==> config.mk <==
export PLATFORM = sky130hd
export DESIGN_NAME = dual_pwm_split_cycle
export DESIGN_NICKNAME = d
export VERILOG_FILES = /design/src/rtl/unused_placeholder_removed.sv /design/src/rtl/pwm_pkg.sv /design/src/rtl/pwm_chan_if.sv /design/src/rtl/dual_pwm_split_cycle.sv /design/src/rtl/pwm_chan.sv
export SDC_FILE = /design/constraint.sdc
export NUM_CORES = 1
export LEC_CHECK = 0
export ABC_CLOCK_PERIOD_IN_PS = 2210
export BUFFER_PORTS_ARGS = -buffer_cell sky130_fd_sc_hd__buf_2
export CORE_MARGIN = 8
export CORE_UTILIZATION = 55
export CTS_BUF_LIST = sky130_fd_sc_hd__clkbuf_8
export CTS_CLUSTER_DIAMETER = 200
export CTS_CLUSTER_SIZE = 25
export DETAILED_ROUTE_END_ITERATION = 8
export PLACE_DENSITY = 0.78
export REMOVE_ABC_BUFFERS = 1
export SLEW_MARGIN = 20
export SYNTH_ARGS = -nofsm -noshare
export SYNTH_HDL_FRONTEND = slang
export SYNTH_SLANG_ARGS = --single-unit
==> constraint.sdc <==
create_clock -name REF_CLK -period 2.21 [get_ports REF_CLK]
set_clock_uncertainty 0.1 [all_clocks]
set_input_delay 0.1105 -clock REF_CLK [delete_from_list [all_inputs] [get_ports REF_CLK]]
set_output_delay 0.1105 -clock REF_CLK [all_outputs]
set_load 0.02 [all_outputs]
==> src/rtl/unused_placeholder_removed.sv <==
`default_nettype none
`default_nettype wire

==> src/rtl/pwm_pkg.sv <==
// Constants, register map and types for the two-channel split-cycle PWM.
// Assumes a single 10 MHz system clock and a synchronous active-high reset.
`default_nettype none

package pwm_pkg;

   // ----------------------------------------------------------------------
   // Bus geometry
   // ----------------------------------------------------------------------
   localparam int ADDR_W = 3;
   localparam int DATA_W = 8;
   localparam int COUNT_W = 8;

   // ----------------------------------------------------------------------
   // Register offsets
   // ----------------------------------------------------------------------
   localparam logic [ADDR_W-1:0] OFS_CTRL    = 3'h0;
   localparam logic [ADDR_W-1:0] OFS_DUTY0   = 3'h1;
   localparam logic [ADDR_W-1:0] OFS_DUTY1   = 3'h2;
   localparam logic [ADDR_W-1:0] OFS_PC_DIR  = 3'h3;
   localparam logic [ADDR_W-1:0] OFS_PC_DATA = 3'h4;
   localparam logic [ADDR_W-1:0] OFS_PC_PULL = 3'h5;
   localparam logic [ADDR_W-1:0] OFS_PC_PINS = 3'h6;
   localparam logic [ADDR_W-1:0] OFS_COUNT   = 3'h7;

   // ----------------------------------------------------------------------
   // Field positions
   // ----------------------------------------------------------------------
   localparam int BIT_SCHEME  = 7;
   localparam int BIT_CH1_SEL = 6;
   localparam int BIT_CH0_SEL = 5;
   localparam int CH0_PIN     = 5;
   localparam int CH1_PIN     = 6;

   // ----------------------------------------------------------------------
   // Values after reset
   // ----------------------------------------------------------------------
   localparam logic [DATA_W-1:0] CTRL_RESET = 8'h00;
   localparam logic [DATA_W-1:0] DUTY_RESET = 8'h00;
   localparam logic [DATA_W-1:0] DIR_RESET  = 8'hff;
   localparam logic [DATA_W-1:0] DATA_RESET = 8'h00;
   localparam logic [DATA_W-1:0] PULL_RESET = 8'h00;

   // ----------------------------------------------------------------------
   // Timing
   // ----------------------------------------------------------------------
   localparam int CLK_PERIOD_NS    = 100;
   localparam int FULL_PERIOD_CLKS = 256;
   localparam int SUB_6P2_CLKS     = 64;
   localparam int SUB_7P1_CLKS     = 128;
   localparam int FULL_PERIOD_NS   = FULL_PERIOD_CLKS * CLK_PERIOD_NS;

   // ----------------------------------------------------------------------
   // Types
   // ----------------------------------------------------------------------
   typedef enum logic [1:0] {
      SCHEME_7P1 = 2'b01,
      SCHEME_6P2 = 2'b10
   } split_scheme_t;

endpackage : pwm_pkg

`default_nettype wire

==> src/rtl/pwm_chan_if.sv <==
// Carrier between the PWM top and one channel modulator.
// Assumes both ends run on the same system clock.
`default_nettype none

interface pwm_chan_if;
   import pwm_pkg::*;

   logic [COUNT_W-1:0] count;
   logic               period_end;
   split_scheme_t      scheme;
   logic [DATA_W-1:0]  duty;
   logic               wave;

   modport top  (output count, output period_end, output scheme,
                 output duty, input wave);
   modport chan (input count, input period_end, input scheme,
                 input duty, output wave);
endinterface : pwm_chan_if

`default_nettype wire

==> src/rtl/dual_pwm_split_cycle.sv <==
// Two-channel 8-bit split-cycle PWM with its shared control register
// and the general-purpose port C that its outputs share pins with.
// Assumes a plain strobe register port on the 10 MHz system clock and
// an external pad that resolves PORTC_OUT / PORTC_OE_N into the pin.
//
// Notes on behaviour
// - Bit 7 picks 7+1 (0) or 6+2 (1)
// - Bit 6 hands channel one its pin
// - Bit 5 hands channel zero its pin
// - Full period is 256 clocks
// - 6+2 gives four 64-clock sub-cycles
// - 6+2 base bits 7..2, extra 1..0
// - 6+2 sub-cycle below extra gets one more
// - 7+1 gives two 128-clock sub-cycles
// - 7+1 base bits 7..1, extra bit 0
// - 7+1 sub-cycle below extra gets one more
// - Channels share port C bits 5, 6
// - Port data 1 passes wave, 0 forces low
// - Direction 1 leaves pin an input
// - Control register all read-write, reset zero
// - Counter runs straight off system clock
// - One 8-bit duty register per channel
`default_nettype none

module dual_pwm_split_cycle #(
   parameter int NUM_CHAN = 2
) (
   input  wire logic                    REF_CLK,
   input  wire logic                    SRST,
   input  wire logic [pwm_pkg::ADDR_W-1:0] ADDR,
   input  wire logic [pwm_pkg::DATA_W-1:0] WDATA,
   input  wire logic                    WR,
   input  wire logic                    RD,
   output logic      [pwm_pkg::DATA_W-1:0] RDATA,
   input  wire logic [pwm_pkg::DATA_W-1:0] PORTC_IN,
   output logic      [pwm_pkg::DATA_W-1:0] PORTC_OUT,
   output logic      [pwm_pkg::DATA_W-1:0] PORTC_OE_N,
   output logic      [pwm_pkg::DATA_W-1:0] PORTC_PULL_EN
);
   import pwm_pkg::*;

   // ----------------------------------------------------------------------
   // Elaboration checks
   // ----------------------------------------------------------------------
   // Only two pin slots exist on port C for the modulators.
   if (NUM_CHAN != 2) begin : g_bad_chan
      $error("NUM_CHAN must be 2");
   end
   // The modulators split the count into index bits over six or seven.
   if (COUNT_W != 8) begin : g_bad_count
      $error("COUNT_W must be 8");
   end
   // Registers are bytes and the channel pins sit at bits 5 and 6.
   if (DATA_W != 8) begin : g_bad_data
      $error("DATA_W must be 8");
   end

   // ----------------------------------------------------------------------
   // Software-visible state
   // ----------------------------------------------------------------------
   logic [DATA_W-1:0]  ctrl_reg;
   logic [DATA_W-1:0]  duty0_reg;
   logic [DATA_W-1:0]  duty1_reg;
   logic [DATA_W-1:0]  dir_reg;
   logic [DATA_W-1:0]  data_reg;
   logic [DATA_W-1:0]  pull_reg;
   logic [DATA_W-1:0]  rdata_reg;
   logic [DATA_W-1:0]  rdata_next;

   // ----------------------------------------------------------------------
   // Pin synchroniser and pin outputs
   // ----------------------------------------------------------------------
   logic [DATA_W-1:0]  pin_meta_reg;
   logic [DATA_W-1:0]  pin_sync_reg;
   logic [DATA_W-1:0]  pc_out_reg;
   logic [DATA_W-1:0]  pc_oe_n_reg;
   wire logic [DATA_W-1:0] pc_out_next;
   wire logic [DATA_W-1:0] pc_oe_n_next;

   // ----------------------------------------------------------------------
   // Period counter
   // ----------------------------------------------------------------------
   logic [COUNT_W-1:0] count_reg;
   wire logic          period_end;

   // ----------------------------------------------------------------------
   // Register decode
   // ----------------------------------------------------------------------
   wire logic wr_ctrl;
   wire logic wr_duty0;
   wire logic wr_duty1;
   wire logic wr_dir;
   wire logic wr_data;
   wire logic wr_pull;

   // Writes to the pin and counter offsets are ignored.
   assign wr_ctrl  = WR && (ADDR == OFS_CTRL);
   assign wr_duty0 = WR && (ADDR == OFS_DUTY0);
   assign wr_duty1 = WR && (ADDR == OFS_DUTY1);
   assign wr_dir   = WR && (ADDR == OFS_PC_DIR);
   assign wr_data  = WR && (ADDR == OFS_PC_DATA);
   assign wr_pull  = WR && (ADDR == OFS_PC_PULL);

   // ----------------------------------------------------------------------
   // Read multiplexer
   // ----------------------------------------------------------------------
   // Read data appear in the cycle after the strobe and only then; a
   // cycle without a read loads zero so no stale byte lingers.
   wire logic rd_ctrl;
   wire logic rd_duty0;
   wire logic rd_duty1;
   wire logic rd_dir;
   wire logic rd_data;
   wire logic rd_pull;
   wire logic rd_pins;
   wire logic rd_count;

   assign rd_ctrl  = RD && (ADDR == OFS_CTRL);
   assign rd_duty0 = RD && (ADDR == OFS_DUTY0);
   assign rd_duty1 = RD && (ADDR == OFS_DUTY1);
   assign rd_dir   = RD && (ADDR == OFS_PC_DIR);
   assign rd_data  = RD && (ADDR == OFS_PC_DATA);
   assign rd_pull  = RD && (ADDR == OFS_PC_PULL);
   assign rd_pins  = RD && (ADDR == OFS_PC_PINS);
   assign rd_count = RD && (ADDR == OFS_COUNT);

   assign rdata_next = ({DATA_W{rd_ctrl}}  & ctrl_reg)
                     | ({DATA_W{rd_duty0}} & duty0_reg)
                     | ({DATA_W{rd_duty1}} & duty1_reg)
                     | ({DATA_W{rd_dir}}   & dir_reg)
                     | ({DATA_W{rd_data}}  & data_reg)
                     | ({DATA_W{rd_pull}}  & pull_reg)
                     | ({DATA_W{rd_pins}}  & pin_sync_reg)
                     | ({DATA_W{rd_count}} & count_reg);

   // ----------------------------------------------------------------------
   // Register writes
   // ----------------------------------------------------------------------
   // reset zero except dir_reg (all ones), all bits writable
   always_ff @(posedge REF_CLK) begin
      if (SRST) begin
         ctrl_reg <= CTRL_RESET;
      end else if (wr_ctrl) begin
         ctrl_reg <= WDATA;
      end
   end

   always_ff @(posedge REF_CLK) begin
      if (SRST) begin
         duty0_reg <= DUTY_RESET;
      end else if (wr_duty0) begin
         duty0_reg <= WDATA;
      end
   end

   always_ff @(posedge REF_CLK) begin
      if (SRST) begin
         duty1_reg <= DUTY_RESET;
      end else if (wr_duty1) begin
         duty1_reg <= WDATA;
      end
   end

   always_ff @(posedge REF_CLK) begin
      if (SRST) begin
         dir_reg <= DIR_RESET;
      end else if (wr_dir) begin
         dir_reg <= WDATA;
      end
   end

   always_ff @(posedge REF_CLK) begin
      if (SRST) begin
         data_reg <= DATA_RESET;
      end else if (wr_data) begin
         data_reg <= WDATA;
      end
   end

   always_ff @(posedge REF_CLK) begin
      if (SRST) begin
         pull_reg <= PULL_RESET;
      end else if (wr_pull) begin
         pull_reg <= WDATA;
      end
   end

   // One cycle of read data, then zero again
   always_ff @(posedge REF_CLK) begin
      if (SRST) begin
         rdata_reg <= 8'h00;
      end else begin
         rdata_reg <= rdata_next;
      end
   end

   // ----------------------------------------------------------------------
   // Free-running period counter
   // ----------------------------------------------------------------------
   // One counter drives both channels, so their periods stay aligned.
   // 256-clock period
   assign period_end = (count_reg == 8'hff);

   always_ff @(posedge REF_CLK) begin
      if (SRST) begin
         count_reg <= 8'h00;
      end else begin
         count_reg <= count_reg + 8'h01;
      end
   end

   // ----------------------------------------------------------------------
   // Channel modulators
   // ----------------------------------------------------------------------
   wire split_scheme_t scheme_sel;
   assign scheme_sel = ctrl_reg[BIT_SCHEME] ? SCHEME_6P2 : SCHEME_7P1;

   // The scheme travels with the duty and lands only at a period edge,
   // so a mode change never produces a torn period.
   pwm_chan_if chan0_bus ();
   pwm_chan_if chan1_bus ();

   assign chan0_bus.count      = count_reg;
   assign chan0_bus.period_end = period_end;
   assign chan0_bus.scheme     = scheme_sel;
   assign chan0_bus.duty       = duty0_reg;
   assign chan1_bus.count      = count_reg;
   assign chan1_bus.period_end = period_end;
   assign chan1_bus.scheme     = scheme_sel;
   assign chan1_bus.duty       = duty1_reg;

   pwm_chan u_chan0 (
      .REF_CLK (REF_CLK),
      .SRST    (SRST),
      .bus     (chan0_bus.chan)
   );

   pwm_chan u_chan1 (
      .REF_CLK (REF_CLK),
      .SRST    (SRST),
      .bus     (chan1_bus.chan)
   );

   // ----------------------------------------------------------------------
   // Pin-share selection
   // ----------------------------------------------------------------------
   wire logic [DATA_W-1:0] pwm_sel;
   wire logic [DATA_W-1:0] pwm_wave;

   // Bits without a modulator behave as plain port C.
   for (genvar b = 0; b < DATA_W; b++) begin : g_share
      if (b == CH0_PIN) begin : g_ch0
         assign pwm_sel[b]  = ctrl_reg[BIT_CH0_SEL];
         assign pwm_wave[b] = chan0_bus.wave;
      end else if (b == CH1_PIN) begin : g_ch1
         assign pwm_sel[b]  = ctrl_reg[BIT_CH1_SEL];
         assign pwm_wave[b] = chan1_bus.wave;
      end else begin : g_plain
         // No modulator on this bit
         assign pwm_sel[b]  = 1'b0;
         assign pwm_wave[b] = 1'b0;
      end
   end

   // ----------------------------------------------------------------------
   // Pad drive
   // ----------------------------------------------------------------------
   // Direction 1 means input; the enable is low while we drive the pad.
   for (genvar b = 0; b < DATA_W; b++) begin : g_pad
      assign pc_out_next[b]  = pwm_sel[b] ? (data_reg[b] & pwm_wave[b])
                                          : data_reg[b];
      assign pc_oe_n_next[b] = dir_reg[b];
   end

   // A registered pad keeps decode glitches off the pin, at a clock of lag.
   always_ff @(posedge REF_CLK) begin
      if (SRST) begin
         pc_out_reg <= DATA_RESET;
      end else begin
         pc_out_reg <= pc_out_next;
      end
   end

   always_ff @(posedge REF_CLK) begin
      if (SRST) begin
         pc_oe_n_reg <= DIR_RESET;
      end else begin
         pc_oe_n_reg <= pc_oe_n_next;
      end
   end

   // ----------------------------------------------------------------------
   // Pin input synchroniser
   // ----------------------------------------------------------------------
   // The pads are asynchronous; only the second stage is ever read.
   always_ff @(posedge REF_CLK) begin
      if (SRST) begin
         pin_meta_reg <= 8'h00;
      end else begin
         pin_meta_reg <= PORTC_IN;
      end
   end

   always_ff @(posedge REF_CLK) begin
      if (SRST) begin
         pin_sync_reg <= 8'h00;
      end else begin
         pin_sync_reg <= pin_meta_reg;
      end
   end

   // ----------------------------------------------------------------------
   // Outputs
   // ----------------------------------------------------------------------
   assign RDATA         = rdata_reg;
   assign PORTC_OUT     = pc_out_reg;
   assign PORTC_OE_N    = pc_oe_n_reg;
   assign PORTC_PULL_EN = pull_reg;

endmodule : dual_pwm_split_cycle

`default_nettype wire

==> src/rtl/pwm_chan.sv <==
// One modulator channel: latches duty and scheme per full period and
// shapes the split-cycle waveform from the shared period counter.
// Assumes the counter and period_end come from the same clock domain.
`default_nettype none

module pwm_chan (
   input  wire logic REF_CLK,
   input  wire logic SRST,
   pwm_chan_if.chan  bus
);
   import pwm_pkg::*;

   logic [DATA_W-1:0] duty_reg;
   split_scheme_t     scheme_reg;
   logic              wave_reg;
   logic              wave_next;

   // ----------------------------------------------------------------------
   // Six-plus-two shaping
   // ----------------------------------------------------------------------
   wire logic [1:0] sub4_idx;
   wire logic [6:0] on_6p2;
   wire logic       wave_6p2;
   assign sub4_idx = bus.count[7:6];
   assign on_6p2   = {1'b0, duty_reg[7:2]}
                   + ((sub4_idx < duty_reg[1:0]) ? 7'h01 : 7'h00);
   assign wave_6p2 = {1'b0, bus.count[5:0]} < on_6p2;

   // ----------------------------------------------------------------------
   // Seven-plus-one shaping
   // ----------------------------------------------------------------------
   wire logic       sub2_idx;
   wire logic [7:0] on_7p1;
   wire logic       wave_7p1;
   assign sub2_idx = bus.count[7];
   assign on_7p1   = {1'b0, duty_reg[7:1]}
                   + (((sub2_idx ? 1'b1 : 1'b0) < duty_reg[0]) ? 8'h01
                                                               : 8'h00);
   assign wave_7p1 = {1'b0, bus.count[6:0]} < on_7p1;

   always_comb begin
      case (scheme_reg)
         SCHEME_6P2: wave_next = wave_6p2;
         SCHEME_7P1: wave_next = wave_7p1;
         default:    wave_next = 1'b0;
      endcase
   end

   // ----------------------------------------------------------------------
   // Period-aligned capture
   // ----------------------------------------------------------------------
   always_ff @(posedge REF_CLK) begin
      if (SRST) begin
         duty_reg   <= DUTY_RESET;
         scheme_reg <= SCHEME_7P1;
         wave_reg   <= 1'b0;
      end else begin
         if (bus.period_end) begin
            duty_reg   <= bus.duty;
            scheme_reg <= bus.scheme;
         end
         wave_reg <= wave_next;
      end
   end

   assign bus.wave = wave_reg;

endmodule : pwm_chan

`default_nettype wire

* Word-level counts from Yosys, hierarchy flattened
Cells that the tools add are included.
** Storage, ports and cells
- Input port bits :: 23
- Flip-flop bits (word level) :: 116
- Output and inout port bits :: 32
- Word-level logic and storage cells :: 82
** Cells by class
- $lt $le $gt $ge :: 8
- Mux-type cells :: 10
- Add/subtract/negate cells :: 5
- Reduce and logical (&&, ||, !) cells :: 15
- Equality and inequality tests :: 10
- Bitwise logic cells :: 17
** Operators with widths (number)
- $and A8 B8 Y8 :: 8
- $or A8 B8 Y8 :: 7
- $add A7 B8 Y8 :: 2
- $lt A7 B8 Y1 :: 2
- $add A6 B7 Y7 :: 2
- $logic_and A1 B1 Y1 :: 14
- $lt A6 B7 Y1 :: 2
- $eq A3 B3 Y1 const B :: 4
- $add A8 B1 Y8 const B :: 1
- $eq A8 B8 Y1 const B :: 1
- $mux W1 :: 7
- $eq A3 B2 Y1 const B :: 2
- $lt A2 B2 Y1 :: 2
- $pmux W1 S2 :: 2
- $eq A3 B1 Y1 const B :: 1
- $logic_not A3 Y1 :: 1
- $and A1 B1 Y1 :: 2
- $eq A2 B1 Y1 const B :: 1
- $eq A2 B2 Y1 const B :: 1
- $lt A1 B1 Y1 :: 2
- $mux W2 :: 1

* Longest topological paths before layout
Gate-level depths: netlist of run 1.
- Depth after elaboration :: 10
- Mapped depth :: 12
- Depth with buffers taken out :: 12

* Cells and area by module
Synthesis of run 1 repeated with hierarchy kept, for this count alone.
** Unflattened totals
- Cells, all modules :: 579
- Area total of the unflattened synthesis :: 5645.4 um2
** By module, submodules not included
- dual_pwm_split_cycle :: area each 3826.2 um2, instances 1, cells an instance 373, sequential area each 1921.8 um2
- pwm_chan :: area each 909.6 um2, instances 2, cells an instance 103, sequential area each 220.2 um2

* Least setup slack after synthesis of run 1
No wires, ideal clock.
- Path kind :: reg-to-reg
- Start point :: reg count_reg[7] (netlist: chan0_bus.count[7])
- End point :: reg u_chan1.wave_reg (netlist: u_chan1.bus.wave)
- Buffers on the path :: 0
- Cell stages (with the launch flop) :: 12
- Arrival :: 2135 ps
- Setup time :: 87 ps
- Period minus slack after synthesis :: 2322 ps
- Data required time :: 2023 ps
- Setup slack :: -112 ps
- Cells stage by stage :: dfxtp_1 ha_1 a21oi_1 ha_1 ha_1 nand3_1 xor2_1 ha_1 a21o_1 a31oi_1 o21ai_0 o31ai_1
** Between the ends
- Word-level cells in the longest chain between the ends :: 6
- Elaborated cells on any way between the ends :: 10
- Classes of those cells :: 2 x add/sub; 4 x order compare; 4 x mux
** RTL lines
- start, declared :: line dual_pwm_split_cycle.sv:83 : logic [COUNT_W-1:0] count_reg;
- start signal, assigned :: line dual_pwm_split_cycle.sv:208 : count_reg <= count_reg + 8'h01;
- $mux W1 :: line pwm_chan.sv:37 : + (((sub2_idx ? 1'b1 : 1'b0) < duty_reg[0]) ? 8'h01
- $lt A1 B1 Y1 :: line pwm_chan.sv:37
- $mux W1 :: line pwm_chan.sv:37
- $add A7 B8 Y8 :: line pwm_chan.sv:37
- $lt A7 B8 Y1 :: line pwm_chan.sv:39 : assign wave_7p1 = {1'b0, bus.count[6:0]} < on_7p1;
- $pmux W1 S2 * :: line pwm_chan.sv:42 : case (scheme_reg)
- end signal, assigned :: line pwm_chan.sv:62 : wave_reg <= wave_next;
- end, declared :: line pwm_chan.sv:15 : logic wave_reg;
Every way passes the cells marked *; elsewhere a longest branch is shown, timed or not.
A chain may end at the register's enable or synchronous reset.

* Worst setup path in the final report of run 1
- Start point :: reg count_reg[7] (netlist: chan0_bus.count[7])
- End point :: reg u_chan0.wave_reg (netlist: u_chan0.bus.wave)
** Between the ends
- Word-level cells in the longest chain between the ends :: 6
- Elaborated cells on any way between the ends :: 10
- Classes of those cells :: 2 x add/sub; 4 x order compare; 4 x mux
** RTL lines (line)
- $mux W1 :: pwm_chan.sv:37
- $lt A1 B1 Y1 :: pwm_chan.sv:37
- $mux W1 :: pwm_chan.sv:37
- $add A7 B8 Y8 :: pwm_chan.sv:37
- $lt A7 B8 Y1 :: pwm_chan.sv:39
- $pmux W1 S2 * :: pwm_chan.sv:42
- end signal, assigned :: pwm_chan.sv:62
- end, declared :: pwm_chan.sv:15
Marks and branches as above.

==> results of run 1 <==
## metal layers
metal / up-vias / wire, um
met1: 2111 / 5490
met4: 0 / 575
met5: - / 0
li1: 2130 / -
met2: 197 / 6780
met3: 43 / 1050
## where the power goes
group / switching (mW) / total [mW] / leakage, nW / internal [mW]
logic: 0.185 / 0.338 / 1.53 / 0.153
registers: 0.0365 / 2.18 / 0.944 / 2.14
clock network: 0.897 / 1.89 / 0.198 / 0.988
## cells in the final DEF (no fill, tap or decap), types with 5 or more instances in the layout
| cell | n |
|---|---|
| nand2_1 | 107 |
| o21ai_1 | 6 |
| nor2b_1 | 31 |
| ha_4 | 5 |
| xor2_1 | 16 |
| nor2_1 | 30 |
| dlygate4sd3_1 | 21 |
| nand4_1 | 8 |
| o21ai_0 | 17 |
| buf_2 | 53 |
| nand2b_1 | 5 |
| mux4_2 | 15 |
| a21oi_1 | 54 |
| or2_2 | 8 |
| buf_4 | 25 |
| clkinv_2 | 5 |
| clkbuf_8 | 17 |
| mux2i_1 | 20 |
| nand3_1 | 12 |
| ha_1 | 26 |
| inv_1 | 10 |
| xnor2_1 | 6 |
| dfxtp_1 | 113 |
| nand3b_1 | 8 |
## cell type report
| class | instances | share of cell area |
|---|---|---|
| Multi-Input combinational cell | 415 | 0.452 |
| Sequential cell | 116 | 0.356 |
| Timing Repair Buffer | 100 | 0.103 |
| Clock buffer | 17 | 0.0358 |
| Tap cell | 133 | 0.0255 |
| Clock inverter | 15 | 0.0218 |
| Inverter | 9 | 0.00517 |
## per-stage QoR
stage	worst slack, ns	hold slack [ns]	power [mW]
6_report	-0.103	0.0469	4.40
5_1_grt	-0.200	0.0478	4.56
3_5_place_dp	-0.232	0.223	2.52
2_1_floorplan	-0.110	0.0772	2.37
3_3_place_gp	-0.127	0.217	2.51
4_1_cts	-0.107	0.0415	4.39
## cells in the mapped netlist (3+ instances only)
cell        n  area, um2
or2_2       8       50.1
mux2i_1    20        200
a21oi_1    57        285
and2_1      3       18.8
ha_1       35        438
nand4_1     8       50.1
or3_1       4       25.0
mux4_2     15        338
nand3_1    14       70.1
xor2_1     16        140
inv_1       9       33.8
clkbuf_1   16       60.1
o21ai_0    21        105
buf_6       4       45.0
nor2b_1    31        194
buf_4       3       22.5
nand2b_1    5       31.3
nand2_1   107        402
buf_2       5       25.0
buf_1       4       15.0
a21o_1      3       22.5
nand3b_1    8       60.1
dfxtp_1   116       2320
nor2_1     31        116
xnor2_1     6       52.6
## cell families (layout without fill, tap and decap cells)
logic type	Yosys count	after routing
compound gates	90	90
xor+xnor	22	22
fa+ha+maj	35	35
buf+inv	42	141
flops	116	116
mux	36	36
simple gates	232	232
## critical path, cell delays in order, from the launching register on
cell and delay, ns:
dfxtp_4 0.37, buf_6 0.12, nor2b_1 0.11, ha_2 0.22
ha_4 0.16, nand3_2 0.08, xor2_1 0.18, ha_1 0.32
a21o_1 0.17, a211oi_2 0.20, a21oi_1 0.09, o21ai_1 0.12
## worst min-delay path by stage
stage,endpoint,start,slack (ns),cells after the start
global route,data_reg[2],WR,0.05,5
floorplan,chan0_bus.count[0],SRST,0.08,1
global placement,pin_meta_reg[1],PORTC_IN[1],0.22,2
finish,data_reg[4],WR,0.05,5
CTS,data_reg[2],WR,0.04,5
detailed placement,pin_meta_reg[3],PORTC_IN[3],0.22,2
## timing repair
item,in CTS,in global routing
cloned,0,0
pin swaps,9,17
resized for setup,18,15
setup endpoints to repair,2,2
buffers inserted,2,2
endpoints found under the hold margin,71,0
hold buffers,21,0
==> implementation parameters, run 1 <==
Parameter                              Value

Status
  Status    finished, violations left
  Failing checks    negative setup slack

Floorplanning
  Die footprint    0.0132 mm2
  Site row count    36
  Top Ports    55
  Width of the die    115 um
  Die height    115 um
  Initial Utilization    0.558
  Area of the placeable core    0.00964 mm2

Finish
  Final-layout fill cell count    721
  Share of layout cells above drive strength 1    0.243
  Multi-input logic area    0.00295 mm2
  Total inserted antenna cells    0
  Count of nets after finishing    717
  Area taken by flip-flops and latches    0.00233 mm2
  Final core utilization    0.678
  Fin cells    805
  Fin area    0.00653 mm2
  P&R area growth vs syn    21.4%

Timing
  Max_slew headroom    0.474
  Final count of negative-setup-slack endpoints    2
  Upper clock frequency limit    432 MHz
  Worst path setup slack after routing    -0.103 ns
  Fin. max-slew vios    0
  Fin crit share    1.05
  Setup repair after global routing missed its margin    true
  Pin slew with the least headroom to its limit    0.789 ns
  Hold violation total from the final report    0
  Final setup TNS    -0.203 ns
  Final period demand of the worst path    2.31 ns

Placed design
  HPWL after DPL    9170 um
  Number of placed instances with taps included    748
  # port buffers    54
  Area after detailed placement    0.00579 mm2
  Final weighted congestion of routability-driven global placement    0.853

Logic synthesis
  Combinational family with the most area after synthesis    simple AND/OR/NAND/NOR gates
  Share of the synthesized area in compound gates (AO/OA/AOI/OAI)    0.0875
  Average size of a mapped cell    9.39 um2
  Main synth FF type    dfxtp_1
  Post-synthesis simple-gate area fraction    0.217
  Share of cell area taken by muxes after synthesis    0.105
  Synthesized area    0.00538 mm2
  Number of flops mapped to enable cells by yosys    0
  Unique cell type count in the Yosys netlist    41
  Area share of fa/ha/maj cells after synthesis    0.0814
  Cell count after synthesis    573
  Portion of the post-synthesis area used by sequential elements    0.432
  Synthesis-stage register bit count    116
  Number of warnings printed during yosys synthesis    0
  Xor and xnor area share after synthesis    0.0358
  Async SR Flop Fraction    0

Critical path
  Crit end category    register
  CP Class    reg2reg
  Type of origin of the critical path    register
  Worst r2r dst    u_chan0.bus.wave
  Data arrival time at the worst-slack endpoint    2.58 ns
  Start point of the critical path    chan0_bus.count[7]
  Required time reported for the critical path endpoint    2.47 ns
  Crit Path Max Fanout    4
  Capture point of the worst path    u_chan0.bus.wave
  Flop2flop setup slack    -0.10 ns
  Startpoint of the worst register-to-register path    chan0_bus.count[7]
  Cell count of the worst reg-to-reg path    11

CTS
  Clock root buffer master    clkbuf_8
  TritonCTS buffer count    17
  Deepest level of the CTS H-tree    4
  Clk sinks    116
  Worst-case clock buffer depth    2
  TritonCTS clock tree    yes
  CTS clock-pin slew for the worst setup and hold paths    0.07 ns
  Source-to-sink clock delay at the later pin of the worst-skew pair    0.43 ns

Hold path
  Hold Path Class    in2reg

Run
  Total of max-cap violations    0

Pwr
  Peak VDD IR    0.593 mV
  Leakage power of the design    2.68 nW
  P per Cell Area    674 mW/mm2

Detailed routing
  ANT nets after route    0
  Vias per cell    5.57
  Drt pass-1 iters    5
  Total number of vias    4481
  Initial detailed-routing violation count    423
  Post-Route WL    13900 um
  Mean routed wirelength per cell    17.3 um
  Residual DRC count    0

GRT
  Met3 demand-to-capacity share in global routing    0.0609
  Antenna violations before repair    0
  Congestion Overflow GR    0
  Combined global-route utilization of all metal layers    0.215
  First-pass GRT wire length    22000 um
  Global-route met1 utilization    0.240
  Largest net degree at the start of global routing    34
  Met2 global-route usage    0.365
  Vias in the first global route    4553
  GRT Max-Usage Layer    met2
Power figures use the tool's default switching activity.
==> run 2: changes to the inputs <==
--- a/config.mk
+++ b/config.mk
@@ -5,6 +5,7 @@
 export SDC_FILE = /design/constraint.sdc
 export NUM_CORES = 1
 export LEC_CHECK = 0
+export ABC_AREA = 1
 export ABC_CLOCK_PERIOD_IN_PS = 2210
 export BUFFER_PORTS_ARGS = -buffer_cell sky130_fd_sc_hd__buf_2
 export CORE_MARGIN = 8
==> constraint.sdc (replaced) <==
create_clock -name REF_CLK -period 2.21 [get_ports REF_CLK]
set_clock_uncertainty 0.1 [all_clocks]
set_input_delay 0.1105 -clock REF_CLK [delete_from_list [all_inputs] [get_ports REF_CLK]]
set_output_delay 0.1105 -clock REF_CLK [all_outputs]
set_load 0.1 [all_outputs]
==> run 2 against run 1 <==
Compared with the run above: the flow still finishes with violations (negative setup slack); highest routed layer unchanged; design area up 0.21%; maximum frequency up 2.8%; global-route usage up 0.46 points; critical endpoint is now u_chan1.bus.wave.
==> implementation parameters, run 2 <==
Parameter                              Value

CTS
  Clock root buffer master    clkbuf_8
  TritonCTS clock tree    yes
  Deepest level of the CTS H-tree    4
  CTS clock-pin slew for the worst setup and hold paths    0.08 ns
  Worst-case clock buffer depth    2
  TritonCTS buffer count    17
  Source-to-sink clock delay at the later pin of the worst-skew pair    0.43 ns
  Clk sinks    116

Critical path
  CP Class    reg2reg
  Start point of the critical path    u_chan1.duty_reg[1]
  Crit end category    register
  Crit Path Max Fanout    3
  Cell count of the worst reg-to-reg path    16
  Data arrival time at the worst-slack endpoint    2.51 ns
  Required time reported for the critical path endpoint    2.47 ns
  Flop2flop setup slack    -0.04 ns
  Startpoint of the worst register-to-register path    u_chan1.duty_reg[1]
  Worst r2r dst    u_chan1.bus.wave
  Type of origin of the critical path    register

GRT
  Vias in the first global route    4801
  Combined global-route utilization of all metal layers    0.220
  Antenna violations before repair    0
  First-pass GRT wire length    22700 um
  Largest net degree at the start of global routing    69
  Congestion Overflow GR    0

Logic synthesis
  Synthesized area    0.00529 mm2
  Unique cell type count in the Yosys netlist    28
  Cell with the most instances after synthesis    nand2_1
  Average size of a mapped cell    7.51 um2
  Synthesis-stage register bit count    116
  Synth top area cells    dfxtp_1 44%, nand2_1 8.6%, ha_1 8.3%, a21oi_1 6.8%, nor2_1 6.5%
  Main synth FF type    dfxtp_1
  Portion of the post-synthesis area used by sequential elements    0.439
  Portion of synthesized cell area occupied by the leading cell type    0.439
  Number of warnings printed during yosys synthesis    0
  Async SR Flop Fraction    0
  Post-synth top cells    121 x nand2_1, 116 x dfxtp_1, 92 x nor2_1, 90 x inv_1, 72 x a21oi_1
  Area leader, netlist    dfxtp_1
  Number of flops mapped to enable cells by yosys    0
  Cell count after synthesis    705

Floorplanning
  Initial Utilization    0.554
  Die height    114 um
  Top Ports    55
  Area of the placeable core    0.00955 mm2
  Site row count    36
  Die footprint    0.0130 mm2
  Width of the die    114 um

Timing
  Worst path setup slack after routing    -0.0392 ns
  Pin slew with the least headroom to its limit    0.613 ns
  Final count of negative-setup-slack endpoints    2
  Final period demand of the worst path    2.25 ns
  Final-layout worst hold slack    0.0874 ns
  Fin crit share    1.02
  Max_slew headroom    0.590
  Fin. max-slew vios    0
  Hold violation total from the final report    0
  Final setup TNS    -0.0622 ns
  Setup repair after global routing missed its margin    true
  Upper clock frequency limit    445 MHz

Status
  Failing checks    negative setup slack
  Status    finished, violations left

Pwr
  Leakage power of the design    2.94 nW
  Switching portion of total power    0.259
  Relative contribution of combinational cells to total power    0.091
  Peak VDD IR    0.689 mV
  Overall power of the completed layout    4.83 mW
  Internal power contribution    3.58 mW
  Sequential group share of total power    0.452
  Net load switching power    1.25 mW
  Clock network fraction of total power    0.457
  P per Cell Area    738 mW/mm2

Finish
  Most common library cell in the layout ignoring fill and taps    nand2_1
  Total inserted antenna cells    0
  Commonest cells after routing, fill and taps aside    119 x nand2_1, 113 x dfxtp_1, 89 x nor2_1
  Count of nets after finishing    854
  Fin cells    942
  P&R area growth vs syn    23.7%
  Share of layout cells above drive strength 1    0.201

Detailed routing
  Residual DRC count    0
  ANT nets after route    0
  Drt pass-1 iters    5
  Initial detailed-routing violation count    373
  Vias per cell    5.22
  Mean routed wirelength per cell    15.1 um
  Total number of vias    4919
  Post-Route WL    14200 um

Placed design
  HPWL after DPL    9770 um
  # port buffers    54
  Final weighted congestion of routability-driven global placement    0.939
  Number of placed instances with taps included    891
  Setup slack at placement    -0.166 ns

Hold path
  Hold Path End    PORTC_PULL_EN[1]
  Worst hold path stage count    5
  Hold Path Origin    ADDR[2]
  Hold Path Class    in2reg

Run
  Total of max-cap violations    0
run 2: changes by cell type after synthesis, sizes merged, moves of 11 or more:
cell   before  now
o22ai       2   13
nor2       33   98
o21ai      23   75
nor2b      32    0
nand2     108  122
mux2i      20    0
a21oi      57   72
mux4       16    0
inv         9   99
run 2: kinds of logic (layout without fill, tap and decap cells):
kind of cell | count (synthesis) | count (layout) | share of synthesized area
xor gates and xnor gates | 18 | 18 | 0.0298
and+or+nand+nor | 250 | 250 | 0.198
adders and majority gates | 35 | 35 | 0.0828
buffers and inverters | 122 | 226 | 0.0906
AOI/OAI and AO/OA | 164 | 164 | 0.160
DFF | 116 | 116 | 0.439
run 2: how the worst max path moves through the flow:
stage	end	slack [ns]
3_5_place_dp	u_chan0.bus.wave	-0.17
6_report	u_chan1.bus.wave	-0.04
4_1_cts	u_chan0.bus.wave	-0.02
5_1_grt	u_chan1.bus.wave	-0.17
3_3_place_gp	u_chan0.bus.wave	-0.03
2_1_floorplan	u_chan1.bus.wave	-0.01
run 2: what timing repair did:
item	CTS	global route
endpoints found under the hold margin	47	0
hold buffers	16	0
gates resized for setup	22	9
pin swaps	4	7
setup buffers	0	3
cloned	0	0
endpoints found under the setup margin	2	2
run 2: area by class of cell:
type / instances / area (um2)
clock buffer: 19 / 262
clock inverter: 13 / 196
fill: 772 / 3000
inverter: 99 / 372
multi-input combinational: 467 / 2600
sequential: 116 / 2330
tap: 133 / 166
timing repair buffer: 95 / 618
run 2: stage by stage:
stage	utilization	area (um2)
6_report	0.686	6550
5_1_grt	0.686	6550
4_1_cts	0.680	6490
3_5_place_dp	0.606	5790
3_3_place_gp	0.606	5790
2_1_floorplan	-	5180
run 2: critical path, cell delays in order (launching register included):
cell and delay [ns]:
dfxtp_2 0.34, inv_2 0.05, ha_4 0.26, a21oi_2 0.04, ha_2 0.19, ha_4 0.18, xnor2_2 0.13, ha_1 0.31
nand2_1 0.08, inv_1 0.04, nand2_1 0.06, nand2_1 0.06, nand2_1 0.07, nand2_1 0.05, nand2_1 0.05, nand2_1 0.06
a21oi_2 0.12
run 2: power by group through the flow:
stage                     clock (mW)  sequential [mW]  combinational (mW)
final                           2.21             2.18               0.440
after floorplan                    0             2.34               0.165
after CTS                       2.22             2.18               0.435
after detailed placement           0             2.23               0.408
after global routing            2.33             2.19               0.477
after global placement             0             2.23               0.393
run 2: per-layer routing:
layer  part of all wire  wire, um  track usage  vias to the layer above
met5                  0         0            0                        -
met4              0.030       424       0.0976                        0
met3              0.063       895       0.0475                       37
met2               0.48      6890        0.376                      184
met1               0.42      6010        0.258                     2251
li1                   -         -            -                     2447
==> run 3: changes to the inputs <==
--- a/config.mk
+++ b/config.mk
@@ -5,10 +5,9 @@
 export SDC_FILE = /design/constraint.sdc
 export NUM_CORES = 1
 export LEC_CHECK = 0
-export ABC_AREA = 1
+export ABC_AREA = 0
 export ABC_CLOCK_PERIOD_IN_PS = 2210
 export BUFFER_PORTS_ARGS = -buffer_cell sky130_fd_sc_hd__buf_2
-export CORE_MARGIN = 8
 export CORE_UTILIZATION = 55
 export CTS_BUF_LIST = sky130_fd_sc_hd__clkbuf_8
 export CTS_CLUSTER_DIAMETER = 200
==> run 3 against run 2 <==
Compared with the run above: the run still ends with negative setup slack left; die area is 22% lower; design area is 0.46% lower; non-clock buffer count stayed put; via count is 11% lower; count of clock-buffer cells in the layout is 2 higher; largest power group is now registers; hold slack worse by 0.00071 ns; maximum frequency is 1.8% lower.
==> implementation parameters, run 3 (synthesis gave the netlist of run 1 again) <==
Parameter                              Value

Timing
  Final count of negative-setup-slack endpoints    2
  Hold violation total from the final report    0
  Final period demand of the worst path    2.29 ns
  Setup repair after global routing missed its margin    true
  Fin. max-slew vios    0
  Max_slew headroom    0.468
  Final-layout worst hold slack    0.0867 ns
  Fin crit share    1.04
  Worst path setup slack after routing    -0.0793 ns
  Pin slew with the least headroom to its limit    0.799 ns
  Upper clock frequency limit    437 MHz

CTS
  Worst-case clock buffer depth    2
  Deepest level of the CTS H-tree    4
  Clk sinks    116
  TritonCTS buffer count    17
  CTS clock-pin slew for the worst setup and hold paths    0.07 ns
  Source-to-sink clock delay at the later pin of the worst-skew pair    0.41 ns
  TritonCTS clock tree    yes
  Clock root buffer master    clkbuf_8

GRT
  Antenna violations before repair    0
  First-pass GRT wire length    21000 um
  Met2 global-route usage    0.480
  Combined global-route utilization of all metal layers    0.274
  Met3 demand-to-capacity share in global routing    0.0451
  Congestion Overflow GR    0
  Global-route met1 utilization    0.337
  GRT Max-Usage Layer    met2
  Vias in the first global route    4248
  Largest net degree at the start of global routing    47

Detailed routing
  Vias per cell    5.49
  Drt pass-1 iters    5
  Mean routed wirelength per cell    16.5 um
  Initial detailed-routing violation count    196
  Post-Route WL    13100 um
  Total number of vias    4372
  ANT nets after route    0
  Residual DRC count    0

Critical path
  Crit Path Max Fanout    3
  Required time reported for the critical path endpoint    2.41 ns
  Crit end category    register
  Worst r2r dst    u_chan1.bus.wave
  Type of origin of the critical path    register
  CP Class    reg2reg
  Flop2flop setup slack    -0.08 ns
  Data arrival time at the worst-slack endpoint    2.49 ns
  Cell count of the worst reg-to-reg path    11
  Startpoint of the worst register-to-register path    u_chan1.duty_reg[1]

Floorplanning
  Die footprint    0.0102 mm2
  Top Ports    55
  Width of the die    101 um
  Area of the placeable core    0.00937 mm2
  Die height    101 um
  Initial Utilization    0.574
  Site row count    35

Finish
  Total inserted antenna cells    0
  Most common library cell in the layout ignoring fill and taps    dfxtp_1
  Share of layout cells above drive strength 1    0.246
  Count of nets after finishing    712
  Final-layout fill cell count    706
  P&R area growth vs syn    21.1%
  Commonest cells after routing, fill and taps aside    114 x dfxtp_1, 107 x nand2_1, 54 x a21oi_1
  Fin cells    796

Placed design
  Final weighted congestion of routability-driven global placement    0.858
  Number of placed instances with taps included    742
  # port buffers    54
  HPWL after DPL    8880 um

Status
  Status    finished, violations left
  Failing checks    negative setup slack

Hold path
  Hold Path Class    in2reg
  Hold Path Origin    WR
  Worst hold path stage count    5
  Hold Path End    data_reg[2]

Pwr
  P per Cell Area    682 mW/mm2
  Peak VDD IR    0.704 mV
  Overall power of the completed layout    4.45 mW
  Leakage power of the design    2.64 nW

Run
  Total of max-cap violations    0
[run 3: changes by cell type in the layout (fill, tap and decap cells not counted), sizes merged, moves of 5 or more]
| cell | delta |
|---|---|
| a21oi | -15 |
| inv | -93 |
| mux2i | +20 |
| mux4 | +16 |
| nand2 | -14 |
| nand2b | +5 |
| nand3b | +7 |
| nand4 | +8 |
| nor2 | -65 |
| nor2b | +32 |
| o21ai | -52 |
| o22ai | -11 |
[run 3: power by group]
group,leakage [nW],internal [mW],switching (mW),total [mW]
Combinational,1.52,0.152,0.253,0.405
Clock,0.182,1.01,0.856,1.86
Sequential,0.944,2.14,0.0381,2.18
[run 3: layout make-up]
type,count,area (um2),area share
multi-input combinational,415,2960,0.454
sequential,116,2330,0.357
timing repair buffer,95,642,0.0985
clock buffer,21,289,0.0444
tap,129,161,0.0248
clock inverter,11,103,0.0157
inverter,9,33.8,0.00518
[run 3: critical path, stage by stage (launching register included)]
cell and delay [ns]:
dfxtp_2 0.32, buf_4 0.12, buf_4 0.12, ha_1 0.20, ha_2 0.20, xnor2_1 0.13
ha_1 0.31, nand2_1 0.05, o21ai_0 0.16, nand3_1 0.12, a211oi_2 0.26, o31ai_2 0.10
[run 3: worst max-delay path by stage]
stage,startpoint,slack (ns),to,cells after the start
after floorplan,chan0_bus.count[7],-0.11,u_chan1.bus.wave,11
after global placement,u_chan1.duty_reg[1],-0.11,u_chan1.bus.wave,12
after detailed placement,u_chan1.duty_reg[1],-0.21,u_chan1.bus.wave,12
after CTS,u_chan1.duty_reg[1],-0.06,u_chan1.bus.wave,13
after global routing,u_chan1.duty_reg[1],-0.20,u_chan1.bus.wave,11
final,u_chan1.duty_reg[1],-0.08,u_chan1.bus.wave,11
[run 3: routing by layer]
metal  vias to the layer above  part of all wire
met4                         0             0.029
met2                       148              0.50
met3                        28             0.058
li1                       2125                 -
met5                         -                 0
met1                      2071              0.42
[run 3: timing repair]
item	in CTS	in global routing
gates resized for setup	23	10
hold buffers	18	0
pin swaps	12	10
buffers inserted	3	1
endpoints found under the hold margin	61	0
setup endpoints to repair	2	2
[run 3: per-stage QoR]
stage	utilization	cell area [um2]	setup TNS, ns	setup slack (ns)
after floorplan	-	5190	-0.136	-0.110
after global placement	0.617	5780	-0.152	-0.114
after detailed placement	0.617	5780	-0.356	-0.209
after CTS	0.690	6460	-0.112	-0.0640
after global routing	0.695	6520	-0.322	-0.203
final	0.695	6520	-0.133	-0.0793
